<file path="config.mk">
export PLATFORM = sky130hd
export DESIGN_NAME = adcfs_port
export DESIGN_NICKNAME = d
export VERILOG_FILES = /design/src/hw/adcfs_pkg.sv /design/src/hw/adcfs_sync2.sv /design/src/hw/adcfs_port.sv
export VERILOG_INCLUDE_DIRS = /design/src /design/src/hw
export SDC_FILE = /design/constraint.sdc
export NUM_CORES = 1
export LEC_CHECK = 0
export ABC_AREA = 1
export BUFFER_PORTS_ARGS = -buffer_cell sky130_fd_sc_hd__buf_2
export CAP_MARGIN = 20
export CORE_MARGIN = 4
export CORE_UTILIZATION = 38
export CTS_CLUSTER_DIAMETER = 150
export DETAILED_ROUTE_END_ITERATION = 10
export PLACE_DENSITY = 0.56
export SETUP_SLACK_MARGIN = 0.05
export SLEW_MARGIN = 30
export SYNTH_ARGS = -nofsm -noshare
export SYNTH_HDL_FRONTEND = slang
export SYNTH_SLANG_ARGS = --single-unit
</file>
<file path="constraint.sdc">
create_clock -name mclk_in -period 1.61 [get_ports mclk_in]
set_input_delay 0.161 -clock mclk_in [delete_from_list [all_inputs] [get_ports mclk_in]]
set_output_delay 0.161 -clock mclk_in [all_outputs]
set_load 0.005 [all_outputs]
</file>
<file path="src/hw/adcfs_defs.svh">
`ifndef ADCFS_DEFS_SVH
`define ADCFS_DEFS_SVH
// frame and word sizes
`define ADCFS_WORD_BITS   16
`define ADCFS_CTRL_BITS   5
`define ADCFS_DATA_BITS   12
// last captured control bit index and last result bit index
`define ADCFS_CTRL_LAST   3'h4
`define ADCFS_CTRL_IDLE   3'h5
`define ADCFS_WORD_LAST   5'h0f
// channel field inside the control word (first three bits shifted in)
`define ADCFS_CH_HI       4
`define ADCFS_CH_LO       2
// synchroniser lanes
`define ADCFS_SYNC_W      6
`define ADCFS_SY_SCLK     0
`define ADCFS_SY_WFS      1
`define ADCFS_SY_RFS      2
`define ADCFS_SY_DIN      3
`define ADCFS_SY_CCLK     4
`define ADCFS_SY_ROLE     5
// reset values: strobes idle high, role high (host clocks)
// serial clock lane idles high too, so no false edge follows reset
`define ADCFS_SYNC_RST    6'h27
`define ADCFS_CTRL_RST    5'h00
`define ADCFS_DATA_RST    12'h000
`endif

</file>
<file path="src/hw/adcfs_pkg.sv">
package adcfs_pkg;
  typedef logic [15:0] adcfs_word_t;
  typedef logic [4:0]  adcfs_ctrl_t;
  typedef logic [11:0] adcfs_data_t;
  typedef enum logic [2:0] {
    RD_IDLE  = 3'b001,
    RD_SHIFT = 3'b010,
    RD_DONE  = 3'b100
  } adcfs_rd_state_e;
endpackage

</file>
<file path="src/hw/adcfs_sync2.sv">
`timescale 1ns/1ps
`include "adcfs_defs.svh"
// two-stage synchroniser for the six serial, conversion clock and role pin inputs
module adcfs_sync2 (
  input  wire logic                      mclk_in,
  input  wire logic                      srst_in,
  input  wire logic [`ADCFS_SYNC_W-1:0]  async_in,
  output logic      [`ADCFS_SYNC_W-1:0]  sync_out
);
  logic [`ADCFS_SYNC_W-1:0] meta_q;
  logic [`ADCFS_SYNC_W-1:0] meta_d;
  logic [`ADCFS_SYNC_W-1:0] sync_d;

  // first stage is read only by the second
  always_comb begin
    meta_d = async_in;
    sync_d = meta_q;
  end

  always_ff @(posedge mclk_in) begin
    if (srst_in) begin
      meta_q   <= `ADCFS_SYNC_RST;
      sync_out <= `ADCFS_SYNC_RST;
    end else begin
      meta_q   <= meta_d;
      sync_out <= sync_d;
    end
  end
endmodule // adcfs_sync2

</file>
<file path="src/hw/adcfs_port.sv">
`timescale 1ns/1ps
`include "adcfs_defs.svh"
module adcfs_port (
  input  wire logic               mclk_in,
  input  wire logic               srst_in,
  input  wire logic               interface_role_select_in,
  input  wire logic               sclk_in,
  input  wire logic               write_frame_strobe_n_in,
  input  wire logic               read_frame_strobe_n_in,
  input  wire logic               data_in_in,
  input  wire logic               conv_clk_in,
  input  wire logic               conv_done_in,
  input  wire logic               range_bipolar_in,
  input  wire adcfs_pkg::adcfs_data_t conv_result_in,
  output logic                    data_out_out,
  output logic                    sclk_out_out,
  output logic                    sclk_oe_n_out,
  output logic                    read_frame_strobe_n_out,
  output logic                    read_frame_oe_n_out,
  output logic [2:0]              channel_select_out,
  output adcfs_pkg::adcfs_ctrl_t  control_word_out,
  output logic                    control_load_out
);
  import adcfs_pkg::*;

  logic [`ADCFS_SYNC_W-1:0] sy;
  logic [`ADCFS_SYNC_W-1:0] prev_q;
  logic                     master;
  logic                     gen_sclk_q, gen_sclk_d;
  logic                     cclk_rise, gen_rise, gen_fall, ev_rise, ev_fall;
  logic                     wfs_fall, rfs_fall;
  logic [2:0]               wcnt_q, wcnt_d;
  logic [3:0]               wshift_q, wshift_d;
  adcfs_ctrl_t              ctrl_q, ctrl_d;
  logic                     load_d;
  adcfs_data_t              res_q, res_d;
  adcfs_rd_state_e          rstate_q, rstate_d;
  logic [4:0]               rcnt_q, rcnt_d;
  adcfs_word_t              rshift_q, rshift_d;
  logic                     dout_d, rfs_q, rfs_d, pend_q, pend_d, start;

  // falling edge of a sampled level
  function automatic logic fell(input logic was, input logic now);
    fell = was & ~now;
  endfunction

  // serial, conversion clock and role pins pass two flops; conv_done_in, range_bipolar_in and conv_result_in do not
  adcfs_sync2 u_sync (
    .mclk_in  (mclk_in),
    .srst_in  (srst_in),
    .async_in ({interface_role_select_in, conv_clk_in, data_in_in,
                read_frame_strobe_n_in, write_frame_strobe_n_in, sclk_in}),
    .sync_out (sy)
  );

  // edge events from the host clock or from the generated clock
  always_comb begin
    master    = ~sy[`ADCFS_SY_ROLE];
    cclk_rise = fell(sy[`ADCFS_SY_CCLK], prev_q[`ADCFS_SY_CCLK]);
    gen_rise  = cclk_rise & ~gen_sclk_q;
    gen_fall  = cclk_rise & gen_sclk_q;
    ev_rise   = master ? gen_rise : fell(sy[`ADCFS_SY_SCLK], prev_q[`ADCFS_SY_SCLK]);
    ev_fall   = master ? gen_fall : fell(prev_q[`ADCFS_SY_SCLK], sy[`ADCFS_SY_SCLK]);
    wfs_fall  = fell(prev_q[`ADCFS_SY_WFS], sy[`ADCFS_SY_WFS]);
    rfs_fall  = fell(prev_q[`ADCFS_SY_RFS], sy[`ADCFS_SY_RFS]);
    // serial clock is half the conversion clock, so both phases are even
    gen_sclk_d = cclk_rise ? ~gen_sclk_q : gen_sclk_q;
  end

  // control word capture; counter parks at idle until the next strobe fall
  always_comb begin
    wcnt_d   = wcnt_q;
    wshift_d = wshift_q;
    ctrl_d   = ctrl_q;
    load_d   = 1'b0;
    if (sy[`ADCFS_SY_WFS]) begin
      wcnt_d = `ADCFS_CTRL_IDLE;
    end else if (wfs_fall) begin
      wcnt_d = 3'h0;
    end else if (ev_fall && wcnt_q < `ADCFS_CTRL_IDLE) begin
      wshift_d = {wshift_q[2:0], sy[`ADCFS_SY_DIN]};
      wcnt_d   = wcnt_q + 3'h1;
      if (wcnt_q == `ADCFS_CTRL_LAST) begin
        ctrl_d = {wshift_q, sy[`ADCFS_SY_DIN]};
        load_d = 1'b1;
      end
    end
  end

  always_ff @(posedge mclk_in) begin
    if (srst_in) begin
      wcnt_q           <= `ADCFS_CTRL_IDLE;
      wshift_q         <= 4'h0;
      ctrl_q           <= `ADCFS_CTRL_RST;
      control_load_out <= 1'b0;
    end else begin
      wcnt_q           <= wcnt_d;
      wshift_q         <= wshift_d;
      ctrl_q           <= ctrl_d;
      control_load_out <= load_d;
    end
  end

  // result word shifter and self-clocked frame generation
  always_comb begin
    rstate_d = rstate_q;
    rcnt_d   = rcnt_q;
    rshift_d = rshift_q;
    dout_d   = data_out_out;
    rfs_d    = rfs_q;
    // ADC core gives offset binary; bipolar flips the msb
    res_d    = res_q;
    if (conv_done_in) begin
      res_d = range_bipolar_in ? {~conv_result_in[11], conv_result_in[10:0]}
                               : conv_result_in;
    end
    // set beats clear so a conversion ending at frame start is kept
    pend_d   = conv_done_in | pend_q;
    start    = master ? (pend_q & gen_rise) : rfs_fall;
    case (rstate_q)
      RD_IDLE: begin
        if (start) begin
          rshift_d = {1'b0, ctrl_q[`ADCFS_CH_HI:`ADCFS_CH_LO], res_q};
          dout_d   = 1'b0;
          rcnt_d   = 5'h00;
          rstate_d = RD_SHIFT;
          rfs_d    = ~master;
          pend_d   = conv_done_in;
        end
      end
      RD_SHIFT: begin
        if (ev_fall) begin
          rcnt_d = rcnt_q + 5'h01;
          if (rcnt_q == `ADCFS_WORD_LAST) begin
            rstate_d = RD_DONE;
          end
        end else if (ev_rise && rcnt_q != 5'h00) begin
          rshift_d = {rshift_q[14:0], 1'b0};
          dout_d   = rshift_q[14];
        end
        if (!master && sy[`ADCFS_SY_RFS]) begin
          rstate_d = RD_IDLE; // host ended the frame early
        end
      end
      RD_DONE: begin
        dout_d = 1'b0;
        if (master ? gen_rise : sy[`ADCFS_SY_RFS]) begin
          rfs_d    = 1'b1;
          rstate_d = RD_IDLE;
        end
      end
      default: begin
        rstate_d = RD_IDLE;
        rfs_d    = 1'b1;
      end
    endcase
    if (!master) begin
      rfs_d = 1'b1;
    end
  end

  always_ff @(posedge mclk_in) begin
    if (srst_in) begin
      prev_q                  <= `ADCFS_SYNC_RST;
      gen_sclk_q              <= 1'b0;
      rstate_q                <= RD_IDLE;
      rcnt_q                  <= 5'h00;
      rshift_q                <= 16'h0000;
      data_out_out            <= 1'b0;
      rfs_q                   <= 1'b1;
      pend_q                  <= 1'b0;
      res_q                   <= `ADCFS_DATA_RST;
      sclk_out_out            <= 1'b0;
      sclk_oe_n_out           <= 1'b1;
      read_frame_oe_n_out     <= 1'b1;
      read_frame_strobe_n_out <= 1'b1;
    end else begin
      prev_q                  <= sy;
      gen_sclk_q              <= gen_sclk_d;
      rstate_q                <= rstate_d;
      rcnt_q                  <= rcnt_d;
      rshift_q                <= rshift_d;
      data_out_out            <= dout_d;
      rfs_q                   <= rfs_d;
      pend_q                  <= pend_d;
      res_q                   <= res_d;
      sclk_out_out            <= gen_sclk_d;
      sclk_oe_n_out           <= sy[`ADCFS_SY_ROLE];
      read_frame_oe_n_out     <= sy[`ADCFS_SY_ROLE];
      read_frame_strobe_n_out <= rfs_d;
    end
  end

  // channel select straight from the held control word
  assign channel_select_out = ctrl_q[`ADCFS_CH_HI:`ADCFS_CH_LO];
  assign control_word_out   = ctrl_q;
endmodule // adcfs_port

</file>
==> results of run 1 <==
==> critical path: cells and delay by family, from the launching register on <==
| kind | cells | cell delay (ns) |
|---|---|---|
| flops | 1 | 0.45 |
| buf+inv | 2 | 0.25 |
| simple gates | 6 | 0.60 |
==> sequential cells by signal, indices dropped and copies added (netlist names), 4 cells and up <==
name and count:
rcnt_q 5, u_sync.meta_q 6, res_q 12, wshift_q 4, u_sync.sync_out 6, prev_q 4, control_word_out 5, rshift_q 15
==> cell type report <==
| type | instances | area share, % |
|---|---|---|
| Inverter | 49 | 5.104 |
| Sequential cell | 69 | 38.40 |
| Timing Repair Buffer | 50 | 9.653 |
| Tap cell | 102 | 3.542 |
| Clock inverter | 5 | 2.257 |
| Clock buffer | 11 | 4.201 |
| Multi-Input combinational cell | 282 | 36.84 |
==> cell families after synthesis <==
kind of cell / synth area share [%]
AOI/OAI and AO/OA: 9.129
adders and majority gates: 2.075
xor gates and xnor gates: 0.8715
buffers and inverters: 10.95
DFF: 45.81
and+or+nand+nor: 31.16
==> routing by layer <==
metal / track usage, % / vias to the layer above / routed length (µm)
met3: 4.666 / 11 / 262
met1: 18.32 / 1172 / 3106
li1: - / 1392 / -
met5: 0 / - / 0
met2: 23.14 / 37 / 2847
met4: 5.184 / 0 / 94
==> synthesized netlist by cell type, types with 2 or more instances <==
library cell and count:
nand3_2 2, clkbuf_1 7, a21oi_1 27, nand3_1 37, buf_4 6, inv_1 46
dfxtp_1 69, o21ai_0 25, nand4_1 2, nand2_1 98, buf_2 3, buf_6 5
or2_2 9, inv_2 3, ha_1 5, nor2_1 66, xor2_1 3
==> power breakdown <==
part | switching, µW | internal (µW) | total, µW
Combinational | 500 | 383 | 883
Clock | 661 | 959 | 1620
Sequential | 97.6 | 1890 | 1980
Total | 1260 | 3230 | 4490
==> worst max-delay path by stage <==
stage                                        from  slack (ns)                          endpoint  depth (start not counted)
finish              u_sync.sync_out[5]$_SDFF_PP1_        0.20         rshift_q[14]$_SDFFE_PP0P_                          8
floorplan                  rcnt_q[0]$_SDFFE_PP0P_        0.27          rshift_q[0]$_SDFFE_PP0P_                         11
global placement    u_sync.sync_out[0]$_SDFF_PP1_        0.19  control_word_out[1]$_SDFFE_PP0P_                          8
global route             rstate_q[0]$_SDFFE_PP1P_        0.04         rshift_q[11]$_SDFFE_PP0P_                         10
CTS                 u_sync.sync_out[0]$_SDFF_PP1_        0.14  control_word_out[1]$_SDFFE_PP0P_                          8
detailed placement  u_sync.sync_out[0]$_SDFF_PP1_        0.15  control_word_out[1]$_SDFFE_PP0P_                          8
==> through the flow <==
step	instances	utilization (%)	setup slack, ns
2_1_floorplan	422	-	0.2730
3_3_place_gp	548	42.76	0.1923
3_5_place_dp	548	42.76	0.1535
4_1_cts	568	46.29	0.1371
5_1_grt	568	46.63	0.04340
6_report	568	46.63	0.1958
==> repair_timing <==
item	4_1_cts	5_1_grt
gates resized for setup	0	8
endpoints found under the setup margin	0	18
hold buffers	4	0
hold endpoints to repair	4	0
==> qor.yml, run 1 <==
sta:
  hold_violations: 0
  layout_min_cycle_time_ns: 1.414
  tightest_slew_ns: 0.4710
  max_slew_margin_pct: 68.57
  skew_ns: 0.009002
  finalCritPeriodShare_pct: 87.84
  setup_violations: 0
  max_freq_mhz: 707.1
  fin_tns_setup_ns: 0
  rsz0062_at_grt: "no"
  maxSlewViolCount: 0
  whs_ns: 0.01677
min_path:
  hold_path.startpoint: "conv_clk_in"
  holdPathStages: 3
  min_path_type: "input pin to flop"
  holdPathEnd: "u_sync.meta_q[4]$_SDFF_PP0_"
setup_path:
  rr_worst_depth: 8
  crit_path_cell_trace: "nand2_1, nand3_2, nand2_1, inv_2, buf_12, nand3_1, nand2_1, nor2_1"
  max_stage_delay_ns: 0.45
  r2r_end: "rshift_q[14]$_SDFFE_PP0P_"
  worstSetupEndpointType: "flop"
  crit_top_cell: "nand2_1"
  reg2reg_setup_slack_ns: 0.20
  critPathArrivalTime_ns: 1.65
  critPathKind: "flop to flop"
  cp-start-kind: "flop"
  crit_fanout: 18
  r2r-start: "u_sync.sync_out[5]$_SDFF_PP1_"
  crit_slowest_cell: "dfxtp_1"
  required_ns: 1.85
final_layout:
  final-seq-area_um2: 1384
  drive_gt1_share_pct: 18.45
  final_cell_mix: "nand2_1, dfxtp_1, nor2_1"
  area_growth_pct: 19.50
  layout_commonest_cell: "nand2_1"
  diodes: 0
  design_area_um2: 3603
  fillers: 820
  final_nets: 488
  multi_input_area_um2: 1328
route:
  via_count: 2612
  vias_per_cell: 4.599
  wl_per_cell_um: 11.11
  dr.pass1.iters: 4
  drc_errors: 0
  drt-total-wl_um: 6311
  first_iter_violations: 156
  drt.antenna.violating_nets: 0
global_route:
  grt_overflow: 0
  grt_use_total_pct: 14.48
  grt_pass1_wl_um: 11190
  antenna_found_initial: 0
  grt_max_degree: 44
  grt_pass1_vias: 2471
synthesis:
  ys_types: 26
  synth-seq-area-share_pct: 45.81
  synth_edf_count: 0
  yosysTopAreaCellShare_pct: 45.81
  synth_nets: 449
  syn-instance-count: 422
  yosys.area.top_type: "dfxtp_1"
  synth_area_leaders: "dfxtp_1, nand2_1, nor2_1"
  synth.cell_area_um2: 3015
  synthArstFlopShare_pct: 0
  synth_top_flop_cell: "dfxtp_1"
  ys.warnings.count: 0
  synth-seq-cells: 69
  syn_area_per_cell_um2: 7.145
power:
  p_per_area_nw_per_um2: 1245
  total_power_uw: 4488
  p_leak_uw: 0.001704
  irDropWorstVdd_mv: 0.4727
placement:
  postPlaceCellArea_um2: 3304
  place.gp.congestion: 0.7784
  dp_hpwl_um: 4300
  port-buffer-count: 35
status:
  outcome: "complete, no violations"
floorplan:
  die_y_um: 97.08
  fp-row-count: 32
  die_w_um: 97.08
  ioPinCount: 36
  start_util_pct: 39.02
  dieArea_um2: 9425
  core-area_um2: 7727
job:
  max_cap_viol_count: 0
clock_network:
  clkTransAtPathRegs_ns: 0.07
  htreeDepth: 3
  post_cts_buffers: 0
  clock-root-buffer: "clkbuf_8"
  cts_made_buffers: 9
  cts_tree: "built"
  clock_sinks: 69
  clk_latency_ns: 0.35
  clock_path_buffers: 2
Power figures use the tool's default switching activity.
==> run 2: changes to the inputs <==
Settings changed: ABC_AREA 1 to not set, CORE_UTILIZATION 38 to 45, PLACE_DENSITY 0.56 to 0.64.
==> run 2 against run 1 <==
- the run now ends with setup timing left
- sequential share of layout area down 3.0 points
- cell count fell by 18%
- worst setup slack worse by 0.65 ns
- maximum frequency fell by 32%
- area after synthesis decreased by 0.75%
- total power shrank 15%
- sequential cell count stayed put
- non-clock buffer count increased by 31
- count of clock-buffer cells in the layout unchanged
- via count shrank 8.9%
==> qor.yml, run 2 <==
status:
  violations: "setup timing"
  outcome: "finished with violations"  # was complete, no violations
sta:
  rsz0062_at_grt: "yes"  # was no
  max_slew_margin_pct: 67.84  # was 68.57%
  skew_ns: 0.01079  # was 0.009002 ns
  setup_violations: 16  # was 0
  hold_violations: 0  # unchanged
  whs_ns: 0.03708  # was 0.01677 ns
  tightest_slew_ns: 0.4824  # was 0.4710 ns
  fin_ws_ns: -0.4564  # was 0.1958 ns
  finalCritPeriodShare_pct: 128.3  # was 87.84%
  maxSlewViolCount: 0  # unchanged
  max_freq_mhz: 483.9  # was 707.1 MHz
  layout_min_cycle_time_ns: 2.066  # was 1.414 ns
min_path:
  min_path_type: "input pin to flop"  # unchanged
synthesis:
  synth_nets: 342  # was 449
  synth_edf_count: 0  # unchanged
  yosys.area.top_type: "dfxtp_1"  # unchanged
  synth_area_leaders: "dfxtp_1, mux2i_1, mux2_4"  # was dfxtp_1, nand2_1, nor2_1
  ys_types: 41  # was 26
  ys.warnings.count: 0  # unchanged
  synthArstFlopShare_pct: 0  # unchanged
  yosys-top-cells-count: "dfxtp_1, nand2_1, nor2_1"  # was nand2_1, dfxtp_1, nor2_1
  synth-seq-area-share_pct: 46.15  # was 45.81%
  synth_top_flop_cell: "dfxtp_1"  # unchanged
  syn_area_per_cell_um2: 9.501  # was 7.145 µm²
  yosysTopAreaCellShare_pct: 46.15  # was 45.81%
  synth-seq-cells: 69  # unchanged
  synth.most_common_cell: "dfxtp_1"  # was nand2_1
  synth.cell_area_um2: 2993  # was 3015 µm²
  syn-instance-count: 315  # was 422
setup_path:
  crit_slowest_cell: "or4b_4"  # was dfxtp_1
  crit_top_cell: "a211o_1"  # was nand2_1
  max_stage_delay_ns: 0.54  # was 0.45 ns
  crit_path_cell_trace: "or4b_4, a211o_1, a211o_1, buf_12, mux2_4"  # was nand2_1, nand3_2, nand2_1, inv_2, buf_12, nand3_1, nand2_1, nor2_1
  critPathKind: "flop to flop"  # unchanged
  critPathArrivalTime_ns: 2.30  # was 1.65 ns
  worstSetupEndpointType: "flop"  # unchanged
  crit_fanout: 15  # was 18
  cp-start-kind: "flop"  # unchanged
  required_ns: 1.84  # was 1.85 ns
final_layout:
  diodes: 0  # unchanged
  final_nets: 410  # was 488
  final_cell_mix: "dfxtp_1, buf_2, nand2_1"  # was nand2_1, dfxtp_1, nor2_1
  regMostFlops: "rshift_q"  # unchanged
  biggestRegsByFlops: "rshift_q: 15 flops, res_q: 12 flops"  # unchanged
  largest_reg_flops: 15  # unchanged
  drive_gt1_share_pct: 37.11  # was 18.45%
  layout_commonest_cell: "dfxtp_1"  # was nand2_1
  fin_util_pct: 61.48  # was 46.63%
  area_growth_pct: 31.19  # was 19.50%
clock_network:
  clock_path_buffers: 2  # unchanged
  cts_made_buffers: 9  # unchanged
  clk_latency_ns: 0.34  # was 0.35 ns
  clock_sinks: 69  # unchanged
  cts_tree: "built"  # unchanged
  htreeDepth: 3  # unchanged
  clkTransAtPathRegs_ns: 0.07  # about the same
  clock-root-buffer: "clkbuf_8"  # unchanged
floorplan:
  dieArea_um2: 8019  # was 9425 µm²
  start_util_pct: 46.87  # was 39.02%
  die_w_um: 89.55  # was 97.08 µm
  ioPinCount: 36  # unchanged
  die_y_um: 89.55  # was 97.08 µm
  core-area_um2: 6386  # was 7727 µm²
  fp-row-count: 29  # was 32
global_route:
  grt_pass1_vias: 2196  # was 2471
  antenna_found_initial: 0  # unchanged
  grt_overflow: 0  # unchanged
  grt_use_total_pct: 16.69  # was 14.48%
  grt_pass1_wl_um: 10160  # was 11190 µm
  grt_max_degree: 30  # was 44
route:
  vias_per_cell: 5.116  # was 4.599
  drt-total-wl_um: 6539  # was 6311 µm
  drt.antenna.violating_nets: 0  # unchanged
  first_iter_violations: 120  # was 156
  wl_per_cell_um: 14.06  # was 11.11 µm
  via_count: 2379  # was 2612
  dr.pass1.iters: 4  # unchanged
  drc_errors: 0  # unchanged
power:
  clkPwrFrac_pct: 45.7  # was 36.1%
  p_switching_uw: 829.2  # was 1258 µW
  swShare_pct: 21.70  # was 28.04%
  p_per_area_nw_per_um2: 973.1  # was 1245 nW/µm²
  p_comb_share_pct: 7.7  # was 19.7%
  p_leak_uw: 0.001736  # was 0.001704 µW
  power.internal_uw: 2991  # was 3229 µW
  irDropWorstVdd_mv: 0.6299  # was 0.4727 mV
  seqPwrFrac_pct: 46.6  # was 44.2%
placement:
  port-buffer-count: 35  # unchanged
  dp_hpwl_um: 4181  # was 4300 µm
  place.gp.congestion: 0.8188  # was 0.7784
job:
  max_cap_viol_count: 0  # unchanged
[run 2: final cells by class]
class                           count  area (µm²)
Inverter                            8       30.03
Timing Repair Buffer               81       610.6
Sequential cell                    69        1391
Clock buffer                       11       141.4
Fill cell                         549        2460
Multi-Input combinational cell    214        1549
Tap cell                           77       96.34
Clock inverter                      5       107.6
[run 2: metrics by stage]
step | setup slack, ns | instances | power, µW | setup TNS, ns | instance area, µm²
after floorplan | -0.4722 | 315 | 1991 | -6.115 | 2999
after global placement | -0.4109 | 435 | 2073 | -6.473 | 3408
after detailed placement | -0.4443 | 435 | 2078 | -6.938 | 3408
after CTS | -0.4552 | 457 | 3839 | -6.773 | 3782
after global routing | -0.4982 | 465 | 3969 | -8.270 | 3926
final | -0.4564 | 465 | 3821 | -6.763 | 3926
[run 2: kinds of logic after synthesis]
group / synth area share (%)
DFF: 46.15
muxes: 14.09
buffers and inverters: 5.309
adders and majority gates: 2.090
and+or+nand+nor: 20.86
xor gates and xnor gates: 1.463
AOI/OAI and AO/OA: 10.03
[run 2: worst paths after layout]
| check | start | end | slack [ns] | cells after the start |
|---|---|---|---|---|
| min | data_in_in | u_sync.meta_q[3]$_SDFF_PP0_ | 0.04 | 2 |
| max reg2reg | prev_q[4]$_SDFF_PP0_ | rshift_q[7]$_SDFFE_PP0P_ | -0.46 | 5 |
| max | prev_q[4]$_SDFF_PP0_ | rshift_q[7]$_SDFFE_PP0P_ | -0.46 | 5 |
| min reg2reg | u_sync.meta_q[2]$_SDFF_PP1_ | u_sync.sync_out[2]$_SDFF_PP1_ | 0.41 | 1 |
[run 2: critical path, delay by kind of cell, from the launching register on]
kind / cells / cell delay (ns)
flip-flops: 1 / 0.32
multiplexers: 1 / 0.29
buffers and inverters: 1 / 0.17
AO/OA/AOI/OAI: 2 / 0.62
AND/OR/NAND/NOR: 1 / 0.54
[run 2: timing repair]
| action | CTS | global route |
|---|---|---|
| buffers inserted | 2 | 8 |
| hold endpoints to repair | 4 | 0 |
| hold buffers | 4 | 0 |
| endpoints found under the setup margin | 35 | 38 |
| gates resized for setup | 15 | 23 |
| pin swaps | 5 | 8 |
[run 2: layer usage]
layer | share of wire [%] | wire length, µm | up-vias | global-route usage [%]
li1 | - | - | 1201 | -
met1 | 46 | 3036 | 1127 | 20.92
met2 | 49 | 3181 | 44 | 26.26
met3 | 3.9 | 254 | 7 | 5.253
met4 | 1.0 | 67 | 0 | 7.307
met5 | 0 | 0 | - | 0
[run 2: power groups by stage]
stage | Sequential, µW | Combinational, µW | Clock (µW)
floorplan | 1820 | 174 | 0
global placement | 1820 | 254 | 0
detailed placement | 1820 | 257 | 0
CTS | 1780 | 276 | 1780
global route | 1790 | 322 | 1860
finish | 1780 | 294 | 1740
